`src/core/agcdb_pkg.sv`:
```
// Constants, field layout and carrier types of the gain and gate debounce bank
// Functional notes
// Left applied gain reads back, signed half-dB
// Right applied gain reads back, signed half-dB
// Gain readbacks reset to zero, 0 dB
// Left noise debounce codes 0-7 span 0-32 ms
// Noise codes eight up give 64 ms steps
// Left signal debounce field, 0 to 32 ms
// Right noise debounce field, same encoding
// Right signal debounce field, same encoding
// Double rate audio changes debounce step timing
// Debounce fields reset to zero, read/write
// Detection status one while below noise threshold
// Saturation flag while applied gain equals maximum
// Zero noise threshold disables detection and debounce
// State changes after condition persists debounce time
package agcdb_pkg;

  // Register indexes; byte address is four times the index
  localparam logic [7:0] IDX_LEFT_GAIN = 8'h20;
  localparam logic [7:0] IDX_RIGHT_GAIN = 8'h21;
  localparam logic [7:0] IDX_LEFT_DEB = 8'h22;
  localparam logic [7:0] IDX_RIGHT_DEB = 8'h23;
  localparam logic [7:0] IDX_CTRL = 8'h30;
  localparam logic [7:0] IDX_FLAGS = 8'h31;
  localparam logic [7:0] IDX_IRQ_STAT = 8'h32;
  localparam logic [7:0] IDX_IRQ_MASK = 8'h33;

  // Bus widths
  localparam int ADDR_W = 12;
  localparam int DATA_W = 32;

  // Debounce register fields
  localparam int NOISE_MSB = 7;
  localparam int NOISE_LSB = 3;
  localparam int SIG_MSB = 2;
  localparam int SIG_LSB = 0;

  // Control and flag bit positions
  localparam int CTRL_DBL_RATE_BIT = 0;
  localparam int FLAG_LDET = 5;
  localparam int FLAG_LSAT = 4;
  localparam int FLAG_RDET = 1;
  localparam int FLAG_RSAT = 0;

  // Interrupt status and mask layout
  localparam int IRQ_W = 4;
  localparam int IRQ_LDET = 0;
  localparam int IRQ_RDET = 1;
  localparam int IRQ_LSAT = 2;
  localparam int IRQ_RSAT = 3;

  // Reset values
  localparam logic [7:0] GAIN_RST = 8'h00;
  localparam logic [7:0] DEB_RST = 8'h00;
  localparam logic [7:0] CTRL_RST = 8'h00;
  localparam logic [IRQ_W-1:0] IRQ_RST = 4'h0;

  // Highest applied gain code, 59.5 dB
  localparam logic [6:0] GAIN_MAX_CODE = 7'h77;

  // Debounce timing: one step is half a millisecond
  localparam int CLK_PERIOD_NS = 50;
  localparam int DEB_STEP_NS = 500000;
  localparam int DEB_STEP_CYCLES = DEB_STEP_NS / CLK_PERIOD_NS;
  localparam int LONG_STEP_TICKS = 128;
  localparam logic [4:0] SHORT_CODES = 5'h08;
  localparam logic [4:0] LONG_BASE = 5'h07;
  localparam int CNT_W = 12;
  localparam int PRE_W = 14;

  // APB request from the master
  typedef struct packed {
    logic psel;
    logic penable;
    logic pwrite;
    logic [ADDR_W-1:0] paddr;
    logic [DATA_W-1:0] pwdata;
  } agcdb_apb_req_type;

  // APB answer to the master
  typedef struct packed {
    logic pready;
    logic pslverr;
    logic [DATA_W-1:0] prdata;
  } agcdb_apb_rsp_type;

  // Per channel state coming from the level control engine
  typedef struct packed {
    logic [7:0] gain;
    logic [6:0] max_gain;
    logic [4:0] noise_thr;
    logic below_thr;
  } agcdb_chan_type;

  // Register select
  typedef enum logic [3:0] {
    SEL_NONE = 4'b0000,
    SEL_LGAIN = 4'b0001,
    SEL_RGAIN = 4'b0010,
    SEL_LDEB = 4'b0011,
    SEL_RDEB = 4'b0100,
    SEL_CTRL = 4'b0101,
    SEL_FLAGS = 4'b0110,
    SEL_ISTAT = 4'b0111,
    SEL_IMASK = 4'b1000
  } agcdb_sel_type;

endpackage : agcdb_pkg

```
`src/core/agcdb_top.sv`:
```
// Gain readback and noise gate debounce register bank with APB slave
//
// Chosen here: the APB interface to the registers.
`timescale 1ns/1ps
`default_nettype none
module agcdb_top #(
  parameter int STEP_CYCLES = agcdb_pkg::DEB_STEP_CYCLES
) (
  input wire logic CLK_SYS_IN,
  input wire logic RST_IN,
  input wire agcdb_pkg::agcdb_apb_req_type APB_REQ_IN,
  input wire agcdb_pkg::agcdb_chan_type LEFT_CHAN_IN,
  input wire agcdb_pkg::agcdb_chan_type RIGHT_CHAN_IN,
  output agcdb_pkg::agcdb_apb_rsp_type APB_RSP_OUT,
  output logic [1:0] GATE_STATE_OUT,
  output logic IRQ_OUT
);
  import agcdb_pkg::*;

  // Step count per rate mode: half a millisecond, quarter at double rate
  localparam logic [PRE_W-1:0] STEP_FULL = PRE_W'(STEP_CYCLES);
  localparam logic [PRE_W-1:0] STEP_HALF = PRE_W'(STEP_CYCLES / 2);

  // Debounce code to number of half millisecond steps
  function automatic logic [CNT_W-1:0] debounce_ticks(
    input logic [4:0] code
  );
    logic [CNT_W-1:0] r;
    r = '0;
    // Code zero means no debounce at all
    if (code == 5'h00) begin
      r = '0;
    end else if (code < SHORT_CODES) begin
      // Short codes double the step count
      r = CNT_W'(1) << (code - 5'h01);
    end else begin
      // Long codes count in 64 ms units
      r = CNT_W'(LONG_STEP_TICKS) * CNT_W'(code - LONG_BASE);
    end
    return r;
  endfunction : debounce_ticks

  // Byte address to register select
  function automatic agcdb_sel_type decode(
    input logic [ADDR_W-1:0] addr
  );
    agcdb_sel_type s;
    s = SEL_NONE;
    // Only aligned words in the low block decode
    if (addr[1:0] == 2'h0 && addr[ADDR_W-1:10] == '0) begin
      unique case (addr[9:2])
        IDX_LEFT_GAIN: s = SEL_LGAIN;
        IDX_RIGHT_GAIN: s = SEL_RGAIN;
        IDX_LEFT_DEB: s = SEL_LDEB;
        IDX_RIGHT_DEB: s = SEL_RDEB;
        IDX_CTRL: s = SEL_CTRL;
        IDX_FLAGS: s = SEL_FLAGS;
        IDX_IRQ_STAT: s = SEL_ISTAT;
        IDX_IRQ_MASK: s = SEL_IMASK;
        // Unlisted index, no register
        default: s = SEL_NONE;
      endcase
    end
    return s;
  endfunction : decode

  // Software visible state
  logic [7:0] deb_reg [2]; // Debounce settings per channel
  logic [7:0] deb_next [2];
  logic [7:0] ctrl_reg; // Control, bit 0 double rate audio
  logic [7:0] ctrl_next;
  logic [IRQ_W-1:0] istat_reg; // Sticky event bits
  logic [IRQ_W-1:0] istat_next;
  logic [IRQ_W-1:0] imask_reg; // Interrupt enables
  logic [IRQ_W-1:0] imask_next;
  logic irq_reg; // Interrupt line
  logic irq_next;
  agcdb_apb_rsp_type rsp_reg; // Bus answer
  agcdb_apb_rsp_type rsp_next;

  // Step prescaler
  logic [PRE_W-1:0] pre_reg;
  logic [PRE_W-1:0] pre_next;
  logic tick_reg; // One cycle per debounce step
  logic tick_next;

  // Per channel state
  agcdb_chan_type chan [2];
  logic [7:0] gain_reg [2]; // Applied gain readback
  logic [7:0] gain_next [2];
  logic det_reg [2]; // One while below the noise threshold
  logic det_next [2];
  logic sat_reg [2]; // Saturation flag
  logic sat_next [2];
  logic [CNT_W-1:0] cnt_reg [2]; // Debounce persistence count
  logic [CNT_W-1:0] cnt_next [2];
  logic det_evt [2]; // Detection state changed
  logic sat_evt [2]; // Saturation reached

  // Bus decode helpers
  agcdb_sel_type sel;
  logic access;
  logic done;
  logic [7:0] flags;

  assign chan[0] = LEFT_CHAN_IN;
  assign chan[1] = RIGHT_CHAN_IN;

  // Outputs come straight from flip-flops
  assign APB_RSP_OUT = rsp_reg;
  assign IRQ_OUT = irq_reg;
  assign GATE_STATE_OUT = {det_reg[1], det_reg[0]};

  // Step length for the current rate mode
  always_comb begin
    // Keep counting, no tick by default
    pre_next = pre_reg + PRE_W'(1);
    tick_next = 1'b0;
    // double rate timing
    if (ctrl_reg[CTRL_DBL_RATE_BIT]) begin
      if (pre_reg >= STEP_HALF - PRE_W'(1)) begin
        // Half step elapsed
        pre_next = '0;
        tick_next = 1'b1;
      end
    end else if (pre_reg >= STEP_FULL - PRE_W'(1)) begin
      // Full step elapsed
      pre_next = '0;
      tick_next = 1'b1;
    end
  end

  // Prescaler registers
  always_ff @(posedge CLK_SYS_IN) begin
    if (RST_IN) begin
      // Restart the step count
      pre_reg <= '0;
      tick_reg <= 1'b0;
    end else begin
      pre_reg <= pre_next;
      tick_reg <= tick_next;
    end
  end

  // Identical logic for left and right channel
  for (genvar ch = 0; ch < 2; ch++) begin : g_chan
    logic [4:0] code; // Debounce code for pending direction
    logic [CNT_W-1:0] need; // Steps the condition must persist
    logic [6:0] cap; // Maximum gain limited to top code

    // Next detection, saturation and gain state
    always_comb begin
      gain_next[ch] = chan[ch].gain;
      det_next[ch] = det_reg[ch];
      cnt_next[ch] = cnt_reg[ch];
      // noise field going quiet, R6 signal field
      // right noise field, R8 right signal field
      if (chan[ch].below_thr) begin
        code = deb_reg[ch][NOISE_MSB:NOISE_LSB];
      end else begin
        code = {2'b00, deb_reg[ch][SIG_MSB:SIG_LSB]};
      end
      // long codes in 64 ms steps
      need = debounce_ticks(code);
      if (chan[ch].noise_thr == 5'h00) begin
        // detection off, debounce ignored
        det_next[ch] = 1'b0;
        cnt_next[ch] = '0;
      end else if (chan[ch].below_thr == det_reg[ch]) begin
        // Condition matches state, restart persistence
        cnt_next[ch] = '0;
      end else if (need == '0 ||
                   (tick_reg && cnt_reg[ch] + CNT_W'(1) >= need)) begin
        // change after full persistence
        // one while below threshold
        det_next[ch] = chan[ch].below_thr;
        cnt_next[ch] = '0;
      end else if (tick_reg) begin
        // Count another step of persistence
        cnt_next[ch] = cnt_reg[ch] + CNT_W'(1);
      end
      // Codes above the top gain mean 59.5 dB
      // saturated at the allowed maximum
      if (chan[ch].max_gain > GAIN_MAX_CODE) begin
        cap = GAIN_MAX_CODE;
      end else begin
        cap = chan[ch].max_gain;
      end
      sat_next[ch] = (chan[ch].gain == {1'b0, cap});
      // Events for the status register
      det_evt[ch] = det_next[ch] != det_reg[ch];
      sat_evt[ch] = sat_next[ch] & ~sat_reg[ch];
    end

    // Channel registers
    always_ff @(posedge CLK_SYS_IN) begin
      if (RST_IN) begin
        // readback starts at 0 dB
        gain_reg[ch] <= GAIN_RST;
        det_reg[ch] <= 1'b0;
        sat_reg[ch] <= 1'b0;
        cnt_reg[ch] <= '0;
      end else begin
        // Follow the computed next state
        gain_reg[ch] <= gain_next[ch];
        det_reg[ch] <= det_next[ch];
        sat_reg[ch] <= sat_next[ch];
        cnt_reg[ch] <= cnt_next[ch];
      end
    end
  end

  // Flag register image
  always_comb begin
    // Unused flag bits read as zero
    flags = 8'h00;
    flags[FLAG_LDET] = det_reg[0];
    flags[FLAG_LSAT] = sat_reg[0];
    flags[FLAG_RDET] = det_reg[1];
    flags[FLAG_RSAT] = sat_reg[1];
  end

  // Bus phase and select
  assign sel = decode(APB_REQ_IN.paddr);
  assign access = APB_REQ_IN.psel & APB_REQ_IN.penable;
  assign done = access & rsp_reg.pready;

  // Bus answer, register writes and interrupt state
  always_comb begin
    rsp_next = '0;
    // Configuration holds unless written
    deb_next[0] = deb_reg[0];
    deb_next[1] = deb_reg[1];
    ctrl_next = ctrl_reg;
    imask_next = imask_reg;
    istat_next = istat_reg;
    // One wait state, then answer
    if (access && !rsp_reg.pready) begin
      rsp_next.pready = 1'b1;
      rsp_next.pslverr = (sel == SEL_NONE);
      // Read mux, upper bits read as zero
      unique case (sel)
        // left applied gain
        SEL_LGAIN: rsp_next.prdata = {24'h000000, gain_reg[0]};
        // right applied gain
        SEL_RGAIN: rsp_next.prdata = {24'h000000, gain_reg[1]};
        SEL_LDEB: rsp_next.prdata = {24'h000000, deb_reg[0]};
        SEL_RDEB: rsp_next.prdata = {24'h000000, deb_reg[1]};
        SEL_CTRL: rsp_next.prdata = {24'h000000, ctrl_reg};
        SEL_FLAGS: rsp_next.prdata = {24'h000000, flags};
        SEL_ISTAT: rsp_next.prdata = {28'h0000000, istat_reg};
        SEL_IMASK: rsp_next.prdata = {28'h0000000, imask_reg};
        SEL_NONE: rsp_next.prdata = 32'h00000000;
      endcase
    end
    // Writes take effect on the completing edge
    if (done && APB_REQ_IN.pwrite) begin
      unique case (sel)
        // debounce settings writable
        SEL_LDEB: deb_next[0] = APB_REQ_IN.pwdata[7:0];
        SEL_RDEB: deb_next[1] = APB_REQ_IN.pwdata[7:0];
        // Only the rate bit is kept
        SEL_CTRL: ctrl_next = {7'h00, APB_REQ_IN.pwdata[CTRL_DBL_RATE_BIT]};
        // Mask enables each status bit
        SEL_IMASK: imask_next = APB_REQ_IN.pwdata[IRQ_W-1:0];
        // Write one to clear
        SEL_ISTAT: istat_next = istat_reg & ~APB_REQ_IN.pwdata[IRQ_W-1:0];
        // Read-only or unmapped, ignored
        default: ctrl_next = ctrl_reg;
      endcase
    end
    // New events win over a clear in the same cycle
    istat_next[IRQ_LDET] = istat_next[IRQ_LDET] | det_evt[0];
    istat_next[IRQ_RDET] = istat_next[IRQ_RDET] | det_evt[1];
    istat_next[IRQ_LSAT] = istat_next[IRQ_LSAT] | sat_evt[0];
    istat_next[IRQ_RSAT] = istat_next[IRQ_RSAT] | sat_evt[1];
    irq_next = |(istat_next & imask_next);
  end

  // Bus and configuration registers
  always_ff @(posedge CLK_SYS_IN) begin
    if (RST_IN) begin
      // debounce codes reset to zero
      deb_reg[0] <= DEB_RST;
      deb_reg[1] <= DEB_RST;
      ctrl_reg <= CTRL_RST;
      imask_reg <= IRQ_RST;
      istat_reg <= IRQ_RST;
      irq_reg <= 1'b0;
      rsp_reg <= '0;
    end else begin
      // Load all next values
      deb_reg[0] <= deb_next[0];
      deb_reg[1] <= deb_next[1];
      ctrl_reg <= ctrl_next;
      imask_reg <= imask_next;
      istat_reg <= istat_next;
      irq_reg <= irq_next;
      rsp_reg <= rsp_next;
    end
  end

endmodule : agcdb_top
`default_nettype wire

```
`config.mk`:
```
export PLATFORM = sky130hd
export DESIGN_NAME = agcdb_top
export DESIGN_NICKNAME = d
export VERILOG_FILES = /design/src/core/agcdb_pkg.sv /design/src/core/agcdb_top.sv
export SDC_FILE = /design/constraint.sdc
export NUM_CORES = 1
export LEC_CHECK = 0
export ABC_AREA = 0
export BUFFER_PORTS_ARGS = -buffer_cell sky130_fd_sc_hd__buf_2
export CORE_MARGIN = 2
export CORE_UTILIZATION = 45
export CTS_BUF_LIST = sky130_fd_sc_hd__clkbuf_8
export CTS_CLUSTER_DIAMETER = 50
export DETAILED_ROUTE_END_ITERATION = 7
export PLACE_DENSITY = 0.76
export SYNTH_ARGS = -nofsm -noshare
export SYNTH_HDL_FRONTEND = slang
export SYNTH_SLANG_ARGS = --single-unit
```
`constraint.sdc`:
```
create_clock -name CLK_SYS_IN -period 4.15 [get_ports CLK_SYS_IN]
set_clock_uncertainty 0.1 [all_clocks]
set_input_delay 0.83 -clock CLK_SYS_IN [delete_from_list [all_inputs] [get_ports CLK_SYS_IN]]
set_output_delay 0.83 -clock CLK_SYS_IN [all_outputs]
set_load 0.01 [all_outputs]
```
==> results of run 1 <==
## cell type report
| type | count | area share [%] |
|---|---|---|
| Multi-Input combinational cell | 593 | 56.8 |
| Sequential cell | 95 | 26.3 |
| Timing Repair Buffer | 121 | 9.84 |
| Tap cell | 180 | 3.12 |
| Clock buffer | 9 | 1.71 |
| Clock inverter | 7 | 1.14 |
| Inverter | 21 | 1.09 |
## routing by layer
layer / GRT usage, % / share of wire (%) / up-vias
met5: 0 / 0 / -
met4: 7.11 / 2.5 / 0
met1: 23.9 / 45 / 2499
met2: 32.4 / 48 / 143
li1: - / - / 2780
met3: 4.45 / 5.1 / 24
## stage by stage
| stage | hold WS, ps | TNS (ps) | instances |
|---|---|---|---|
| after floorplan | 313 | 0 | 764 |
| after global placement | 326 | -2330 | 1010 |
| after detailed placement | 338 | -3910 | 1010 |
| after CTS | 358 | 0 | 1026 |
| after global routing | 380 | -0.735 | 1026 |
| final | 351 | 0 | 1026 |
## repair_timing
action / CTS / global route
resized for setup: 0 / 1
endpoints found under the setup margin: 0 / 1
setup buffers: 0 / 0
endpoints found under the hold margin: 0 / 0
## how the worst min path moves through the flow
stage	start	to	slack (ps)
finish	pre_reg[0]	pre_reg[0]	350
global route	pre_reg[0]	pre_reg[0]	380
CTS	pre_reg[0]	pre_reg[0]	360
global placement	pre_reg[0]	pre_reg[0]	330
floorplan	pre_reg[0]	pre_reg[0]	310
detailed placement	pre_reg[0]	pre_reg[0]	340
## kinds of logic (layout without fill, tap and decap cells)
group / count (synthesis) / in the layout
buffers and inverters: 76 / 158
flip-flops: 95 / 95
multiplexers: 39 / 39
other: 1 / 24
adder cells (fa/ha/maj): 39 / 39
AND/OR/NAND/NOR: 298 / 298
AO/OA/AOI/OAI: 122 / 122
XOR/XNOR: 71 / 71
## cell usage in the layout, fill, tap and decap left out, types with 5 or more instances in the layout
| cell | n |
|---|---|
| a211oi_1 | 5 |
| a21o_1 | 7 |
| a21oi_1 | 20 |
| a22oi_1 | 5 |
| a31oi_1 | 9 |
| and2_1 | 7 |
| and3_1 | 19 |
| buf_2 | 79 |
| buf_4 | 42 |
| clkbuf_8 | 9 |
| conb_1 | 24 |
| dfxtp_1 | 95 |
| ha_1 | 37 |
| inv_1 | 21 |
| mux2i_1 | 32 |
| nand2_1 | 53 |
| nand2b_1 | 9 |
| nand3_1 | 19 |
| nand4_1 | 13 |
| nor2_1 | 93 |
| nor2b_1 | 26 |
| nor3_1 | 19 |
| nor4_1 | 8 |
| o21ai_0 | 17 |
| xnor2_1 | 23 |
| xor2_1 | 47 |
## power groups by stage
stage	clock [mW]	sequential, mW	combinational [mW]
2_1_floorplan	0	0.953	0.113
3_3_place_gp	0	0.954	0.153
3_5_place_dp	0	0.955	0.156
4_1_cts	0.635	0.934	0.157
5_1_grt	0.675	0.936	0.175
6_report	0.624	0.934	0.158
==> results.md, run 1 <==
Floorplanning:
- The area enclosed by the die boundary is 14,800 um2.
- In this run the count of I/O pins placed on the die edge is 128.
- The vertical die dimension is 122 um.
- The number of rows created at floorplan is 43.
- The standard cell core area is 13,700 um2.
- The chip width is 122 um.
- Once the floorplan was initialized, standard cells occupied 45.5% of the core.

Place:
- The placement-stage cell area is 7020 um2.
- The post-place setup slack is -210 ps.
- The placer's final routability congestion estimate is 0.936.
- Detailed placement ended at an HPWL of 10,800 um.
- The number of port buffers is 79.

Clock network:
- TritonCTS built the clock tree.
- Clock-pin slew was measured on the worst setup and hold paths at 100 ps.
- The number of H-tree levels is 3.
- Counting every sink on the clock net gives 95.
- The insertion delay of the later-clocked pin in the worst-skew pair is 390 ps.
- The longest clock path from root to sink contains 2 buffers.
- TritonCTS created 9 clock buffers.
- Clock tree synthesis selected as its root buffer the cell clkbuf_8.
- The cts-stage hold buffer count is 0.

Critical path:
- The biggest cell delay along the critical path is 370 ps.
- At the worst endpoint, the required time is 4360 ps.
- Of all nets on the critical path, the largest fanout is 4.
- The cell type with the highest occurrence count on the critical path is nor2_1.
- The startpoint identified for the worst register-to-register timing path is deb_reg[0][12].
- The worst setup path is captured at a flop.
- The critical path's slowest cell is or3_1.
- The data arrival time of the critical path is 4160 ps.
- The setup slack on the worst flop-to-flop path is 390 ps.
- The most critical setup path has its endpoint at istat_reg[1].
- The launch point of the worst path is RIGHT_CHAN_IN[0].
- In this design, the largest share of critical-path delay is due to compound AO/OA/AOI/OAI gates.
- The worst setup path is of the input port to flop kind.
- The critical path contains buffers and inverters numbering 2 combined.
- The logic depth of the worst setup path including buffers is 18.
- The signal on the critical path passes through buf_2 > mux2i_4 > ha_2 > nor2_1 > a31oi_1 > o311ai_2 > and3_1 > and2_1 > ha_1 > nand2b_1 > a21o_1 > a211oi_1 > or3_1 > a41o_1 > a2111oi_1 > buf_4 > nor2_1 > a21oi_1.
- The worst setup path is launched from an input port.
- The depth of the worst register-to-register path is 17.
- The end of the worst register-to-register path is istat_reg[1].

Finish:
- The final antenna diode count is 0.
- The final layout contains 971 nets.
- The area growth from synthesis to final layout is 15.8%.
- The share of cells above drive strength 1 is 19.7%.
- Registers take 1900 um2.
- Cells fill 52.7% of the core in the end.
- The number of flip-flops under the largest register name is 24.
- The area occupied by multi-input gates is 4100 um2.
- The area of all placed cells without fillers is 7230 um2.
- The count of fill cells added during filler insertion is 1,289.

Pwr:
- The portion of total power attributed to the clock network is 36.4%.
- In this run the power density over the cells is 237 nW/um2.
- The analysis attributes to cell leakage a power of 3.11 nW.
- The combinational share of power is 9.2%.
- The internal power consumption is 1.24 mW.
- Power comes to 1.72 mW.
- Net switching is 28.0% of the power.
- The peak supply drop is 0.000281 V.
- Of the total power, registers draw 54.4%.
- The net switching power is 480 uW.

Timing:
- The final critical delay including setup and external delays is 3940 ps.
- Setup repair after global routing could not meet its margin everywhere.
- The final count of pins violating max slew was 0.
- At the pin with the least slew margin, the transition time is 897 ps.
- The worst setup slack after layout is 206 ps.
- Of the available clock period, the critical path in the final layout requires 95.0%.
- Setup violations remaining at the end of the flow were counted as 0.
- Derived from the worst setup path, the maximum achievable clock frequency is 254 MHz.
- The normalized max-slew margin is 39.9%.
- The number of hold violations in the final report was 0.

Hold path:
- The worst hold path belongs to the class flop to flop.
- Counting instances, the worst hold path has a depth of 1.

Global routing:
- The pin count of the biggest net entering global routing is 40.
- The global-route wire length before repair is 22,900 um.
- The global router's overall resource usage is 19.2%.
- Global routing finished with a remaining overflow of 0.
- The via count of the first global-routing pass is 4,980.
- The initial antenna violation count is 0.

Synthesis:
- The arithmetic-cell share of the synthesized area counting full adders, half adders and majority gates is 7.82%.
- The sequential share of the synthesized area is 30.5%.
- The count of flip-flops with a built-in enable after synthesis is 0.
- The number of synthesized register bits is 95.
- The Yosys step of the flow raised 0 warnings.
- The synthesized area per cell is 8.42 um2.
- The prevailing post-synth register cell is dfxtp_1.
- Sorting the synthesized cells by area gives the leading types as dfxtp_1 30%, ha_1 7.8%, xor2_1 6.6%, mux2i_1 5.8%, nor2_1 5.6%.
- The portion of synthesized area spent on multiplexers is 6.36%.
- Synthesis produced 741 cells.
- After synthesis, the largest family of logic cells by area is simple AND/OR/NAND/NOR gates.
- The share of Yosys cell area claimed by the top area cell type is 30.5%.
- After Yosys synthesis, XOR and XNOR cells account for 10.1% of the synthesized area.
- Yosys mapped the design onto 75 distinct sky130hd cell types.
- In this run the cell area of the synthesized design comes to 6240 um2.
- After synthesis, the share of flip-flops with an asynchronous set or reset is 0%.
- The cell type with the highest aggregate area in the netlist is dfxtp_1.
- Summing the areas of all compound-gate instances in the mapped netlist gives 13.9% of the synthesized area.
- The post-synthesis simple-gate area fraction is 24.6%.
- The most used standard cell by instance count after synthesis is dfxtp_1.
- After synthesis, the most frequently instantiated cells are 95 x dfxtp_1, 93 x nor2_1, 53 x nand2_1.

Detailed routing:
- After detailed routing, the number of remaining DRC violations is 0.
- After detailed routing, the number of vias per cell comes to 5.31.
- The count of nets left with antenna violations once routing finished came out at 0.
- The routed layout has 5,446 vias.
- The number of design-rule violations left by the first detailed-router iteration is 292.
- For this block, the routed nets add up to 13,900 um of wire.
- The first detailed-routing pass took 6 iterations.
- The final routed wire length divided by cell count is 13.6 um.

Status:
- The flow ran to the end, and the final reports show no timing, DRC or antenna violations.

Run:
- Across the run, the number of max-cap violations was 0.
(Power assumes the default switching activity.)
==> run 2, diff against run 1 <==
RECOVER_POWER = 25   (was not set)
==> results.md, run 2 (same netlist as run 1, synthesis figures left out) <==
Status:
- The run finished with clean final reports.

Finish:
- The share of cells above drive strength 1 is 18.8% (-0.95 points).
- The area growth from synthesis to final layout is 15.6%.
- The final cell count without fillers came to 1,026 (unchanged).
- Leaving out fill and tap cells, the most frequent cell in the layout is dfxtp_1.
- The count of fill cells added during filler insertion is 1,293 (+0.31%).
- The final antenna diode count is 0 (unchanged).
- In the layout the commonest cells are 95 x dfxtp_1, 93 x nor2_1, 72 x buf_2, 53 x nand2_1, 47 x xor2_1.
- The number of flip-flops under the largest register name came to 24 (unchanged).
- The count of nets after finishing is 971 (unchanged).
- The area of all placed cells without fillers is 7210 um2 (-0.17%).

Pwr:
- The net switching power is 481 uW (+0.28%).
- The peak supply drop was 0.000281 V (-0.15%).
- The switching fraction of total power is 28.0% (+0.058 points).
- The part of the power in registers is 54.4% (about the same).
- The power density normalized to cell area is 238 nW/um2 (+0.25%).
- The internal power consumption is 1.24 mW (about the same).
- The total power came to 1.72 mW (about the same).
- The reported leakage power came to 3.08 nW (-1.1%).
- The portion of total power attributed to the clock network was 36.4% (about the same).
- The combinational share of power was 9.2% (about the same).

Place:
- The placer's final routability congestion estimate is 0.936 (unchanged).
- The placement-stage cell area came to 7020 um2 (unchanged).
- The number of port buffers is 79 (unchanged).
- The HPWL reported at the end of detailed placement was 10,800 um (unchanged).
- The number of placed cells counting well taps came to 1,010 (unchanged).

Floorplanning:
- The starting density of the core is 45.5% (unchanged).
- The chip width came to 122 um (unchanged).
- The number of rows created at floorplan is 43 (unchanged).
- The number of I/O pins is 128 (unchanged).
- The vertical die dimension was 122 um (unchanged).
- The area enclosed by the die boundary came to 14,800 um2 (unchanged).
- The standard cell core area is 13,700 um2 (unchanged).

Critical path:
- For this design, the slowest cell found on the critical path is or3_1.
- The number of buffers and inverters on the critical path is 2 (unchanged).
- The setup slack on the worst flop-to-flop path is 380 ps (about the same).
- The setup path with the least slack is of type input port to flop.
- The kind of start point of the critical path is an input port.
- The biggest cell delay along the critical path is 370 ps (about the same).
- The family with the most delay on the worst path is compound AO/OA/AOI/OAI gates.
- The depth of the worst register-to-register path is 17 (unchanged).
- In this run the critical register-to-register path is launched from deb_reg[0][12].
- The critical-path maximum fanout is 4 (unchanged).
- The data required time of the critical path came to 4360 ps (about the same).
- The type of element capturing the critical path is a flop.
- The endpoint identified for the worst register-to-register timing path is istat_reg[1].
- The data arrival time of the critical path is 4160 ps (about the same).
- In this design, the critical path's most frequently occurring cell is nor2_1.
- The signal on the critical path passes through buf_2 > mux2i_4 > ha_2 > nor2_1 > a31oi_1 > o311ai_2 > and3_1 > and2_1 > ha_1 > nand2b_1 > a21o_1 > a211oi_1 > or3_1 > a41o_1 > a2111oi_1 > buf_4 > nor2_1 > a21oi_1.

Global routing:
- The global router's overall resource usage is 19.2% (unchanged).
- The initial antenna violation count came to 0 (unchanged).
- The pin count of the biggest net entering global routing was 40 (unchanged).
- The total congestion overflow is 0 (unchanged).
- The global-route wire length before repair is 22,900 um (unchanged).
- The via count of the first global-routing pass was 4,980 (unchanged).

Hold path:
- The endpoint of the worst hold-timing path is pre_reg[0].
- The hold path startpoint is pre_reg[0].
- In this run the worst hold path is classified as flop to flop.
- The worst hold path cell count is 1 (unchanged).

Clock network:
- Clock tree synthesis selected as its root buffer the cell clkbuf_8.
- The post-CTS repair timing setup buffer count came to 0 (unchanged).
- The number of H-tree levels is 3 (unchanged).
- The insertion delay of the later-clocked pin in the worst-skew pair is 400 ps (about the same).
- The TritonCTS clock tree is done.
- The cts-stage hold buffer count is 0 (unchanged).
- The clock transition at the registers of the reported paths is 100 ps (about the same).
- The number of sinks handled by clock tree synthesis is 95 (unchanged).
- The number of gates given a new drive strength after cts is 0 (unchanged).
- The CTS buffer count came to 9 (unchanged).
- The clock tree buffer depth is 2 (unchanged).

Detailed routing:
- The total wire length after detailed routing is 13,900 um (about the same).
- The number of routed nets with antenna violations is 0 (unchanged).
- The post-detailed-route via-to-cell ratio is 5.30 (-0.11%).
- The number of design-rule violations left by the first detailed-router iteration was 317 (+8.6%).
- The number of DRC violations after detailed routing is 0 (unchanged).
- The final routed wire length divided by cell count came to 13.6 um (about the same).
- The number of detailed-routing iterations run before antenna repair is 5 (-1).
- The total via count after detailed routing is 5,440 (-0.11%).

Timing:
- The number of hold violations in the final report came to 0 (unchanged).
- The minimum hold slack is 351 ps (+0.269 ps).
- The transition time at the pin with the least slew margin came to 894 ps (-2.35 ps).
- The post-route clock period utilization is 95.0% (about the same).
- The achievable frequency came to 254 MHz (about the same).
- The normalized max-slew margin is 40.0% (+0.16 points).
- The final critical delay including setup and external delays is 3940 ps (-1.89 ps).
- The final count of pins violating max slew is 0 (unchanged).
- The total of endpoints with negative setup slack in the final report is 0 (unchanged).
- Setup repair after global routing could not meet its margin everywhere.

Run:
- The max-cap check violation count is 0 (unchanged).
run 2: worst register-to-register path, cell delays in order (launching register included):
cell and delay (ps):
dfxtp_1 510, mux2i_4 120, ha_2 210, and3b_1 160, a31oi_1 180, o311ai_2 150, and3_1 220, and2_1 160
ha_1 260, nand2b_1 90, a21o_1 110, a211oi_1 70, or3_1 370, a41o_1 270, a2111oi_1 360, buf_4 180
nor2_1 30, a21oi_1 150
run 2: worst max path at each step:
| stage | from | end | slack [ps] | depth (start not counted) |
|---|---|---|---|---|
| floorplan | LEFT_CHAN_IN[0] | cnt_reg[0][1] | 30 | 17 |
| global placement | LEFT_CHAN_IN[0] | IRQ_OUT | -160 | 20 |
| detailed placement | RIGHT_CHAN_IN[0] | cnt_reg[1][4] | -210 | 17 |
| CTS | RIGHT_CHAN_IN[0] | istat_reg[1] | 170 | 18 |
| global route | RIGHT_CHAN_IN[0] | cnt_reg[1][7] | -0.7 | 17 |
| finish | RIGHT_CHAN_IN[0] | istat_reg[1] | 210 | 18 |
run 2: per-stage QoR:
step / setup TNS [ps] / util (%) / worst slack, ps
after detailed placement: -3910 / 51.2 / -210
after global placement: -2330 / 51.2 / -162
after CTS: 0 / 52.7 / 172
final: 0 / 52.6 / 208
after floorplan: 0 / - / 31.8
after global routing: -0.735 / 52.6 / -0.735
run 2: power by group through the flow:
| stage | sequential, mW | combinational [mW] | clock (mW) |
|---|---|---|---|
| 2_1_floorplan | 0.953 | 0.113 | 0 |
| 3_3_place_gp | 0.954 | 0.153 | 0 |
| 3_5_place_dp | 0.955 | 0.156 | 0 |
| 4_1_cts | 0.934 | 0.157 | 0.635 |
| 5_1_grt | 0.936 | 0.174 | 0.675 |
| 6_report | 0.934 | 0.158 | 0.625 |
run 2: cell type report:
class	count	area [um2]	share of cell area, %
clock buffers	9	124	1.72
clock inverters	7	82.6	1.14
inverters	21	78.8	1.09
multi-input cells	593	4100	56.9
flip-flops and latches	95	1900	26.4
well taps	180	225	3.12
repair buffers	121	698	9.68
run 2: layer usage:
| layer | vias to the layer above | GRT usage, % | share of wire (%) |
|---|---|---|---|
| met4 | 0 | 7.11 | 2.5 |
| met5 | - | 0 | 0 |
| li1 | 2782 | - | - |
| met3 | 23 | 4.45 | 5.1 |
| met2 | 147 | 32.4 | 48 |
| met1 | 2488 | 23.9 | 45 |
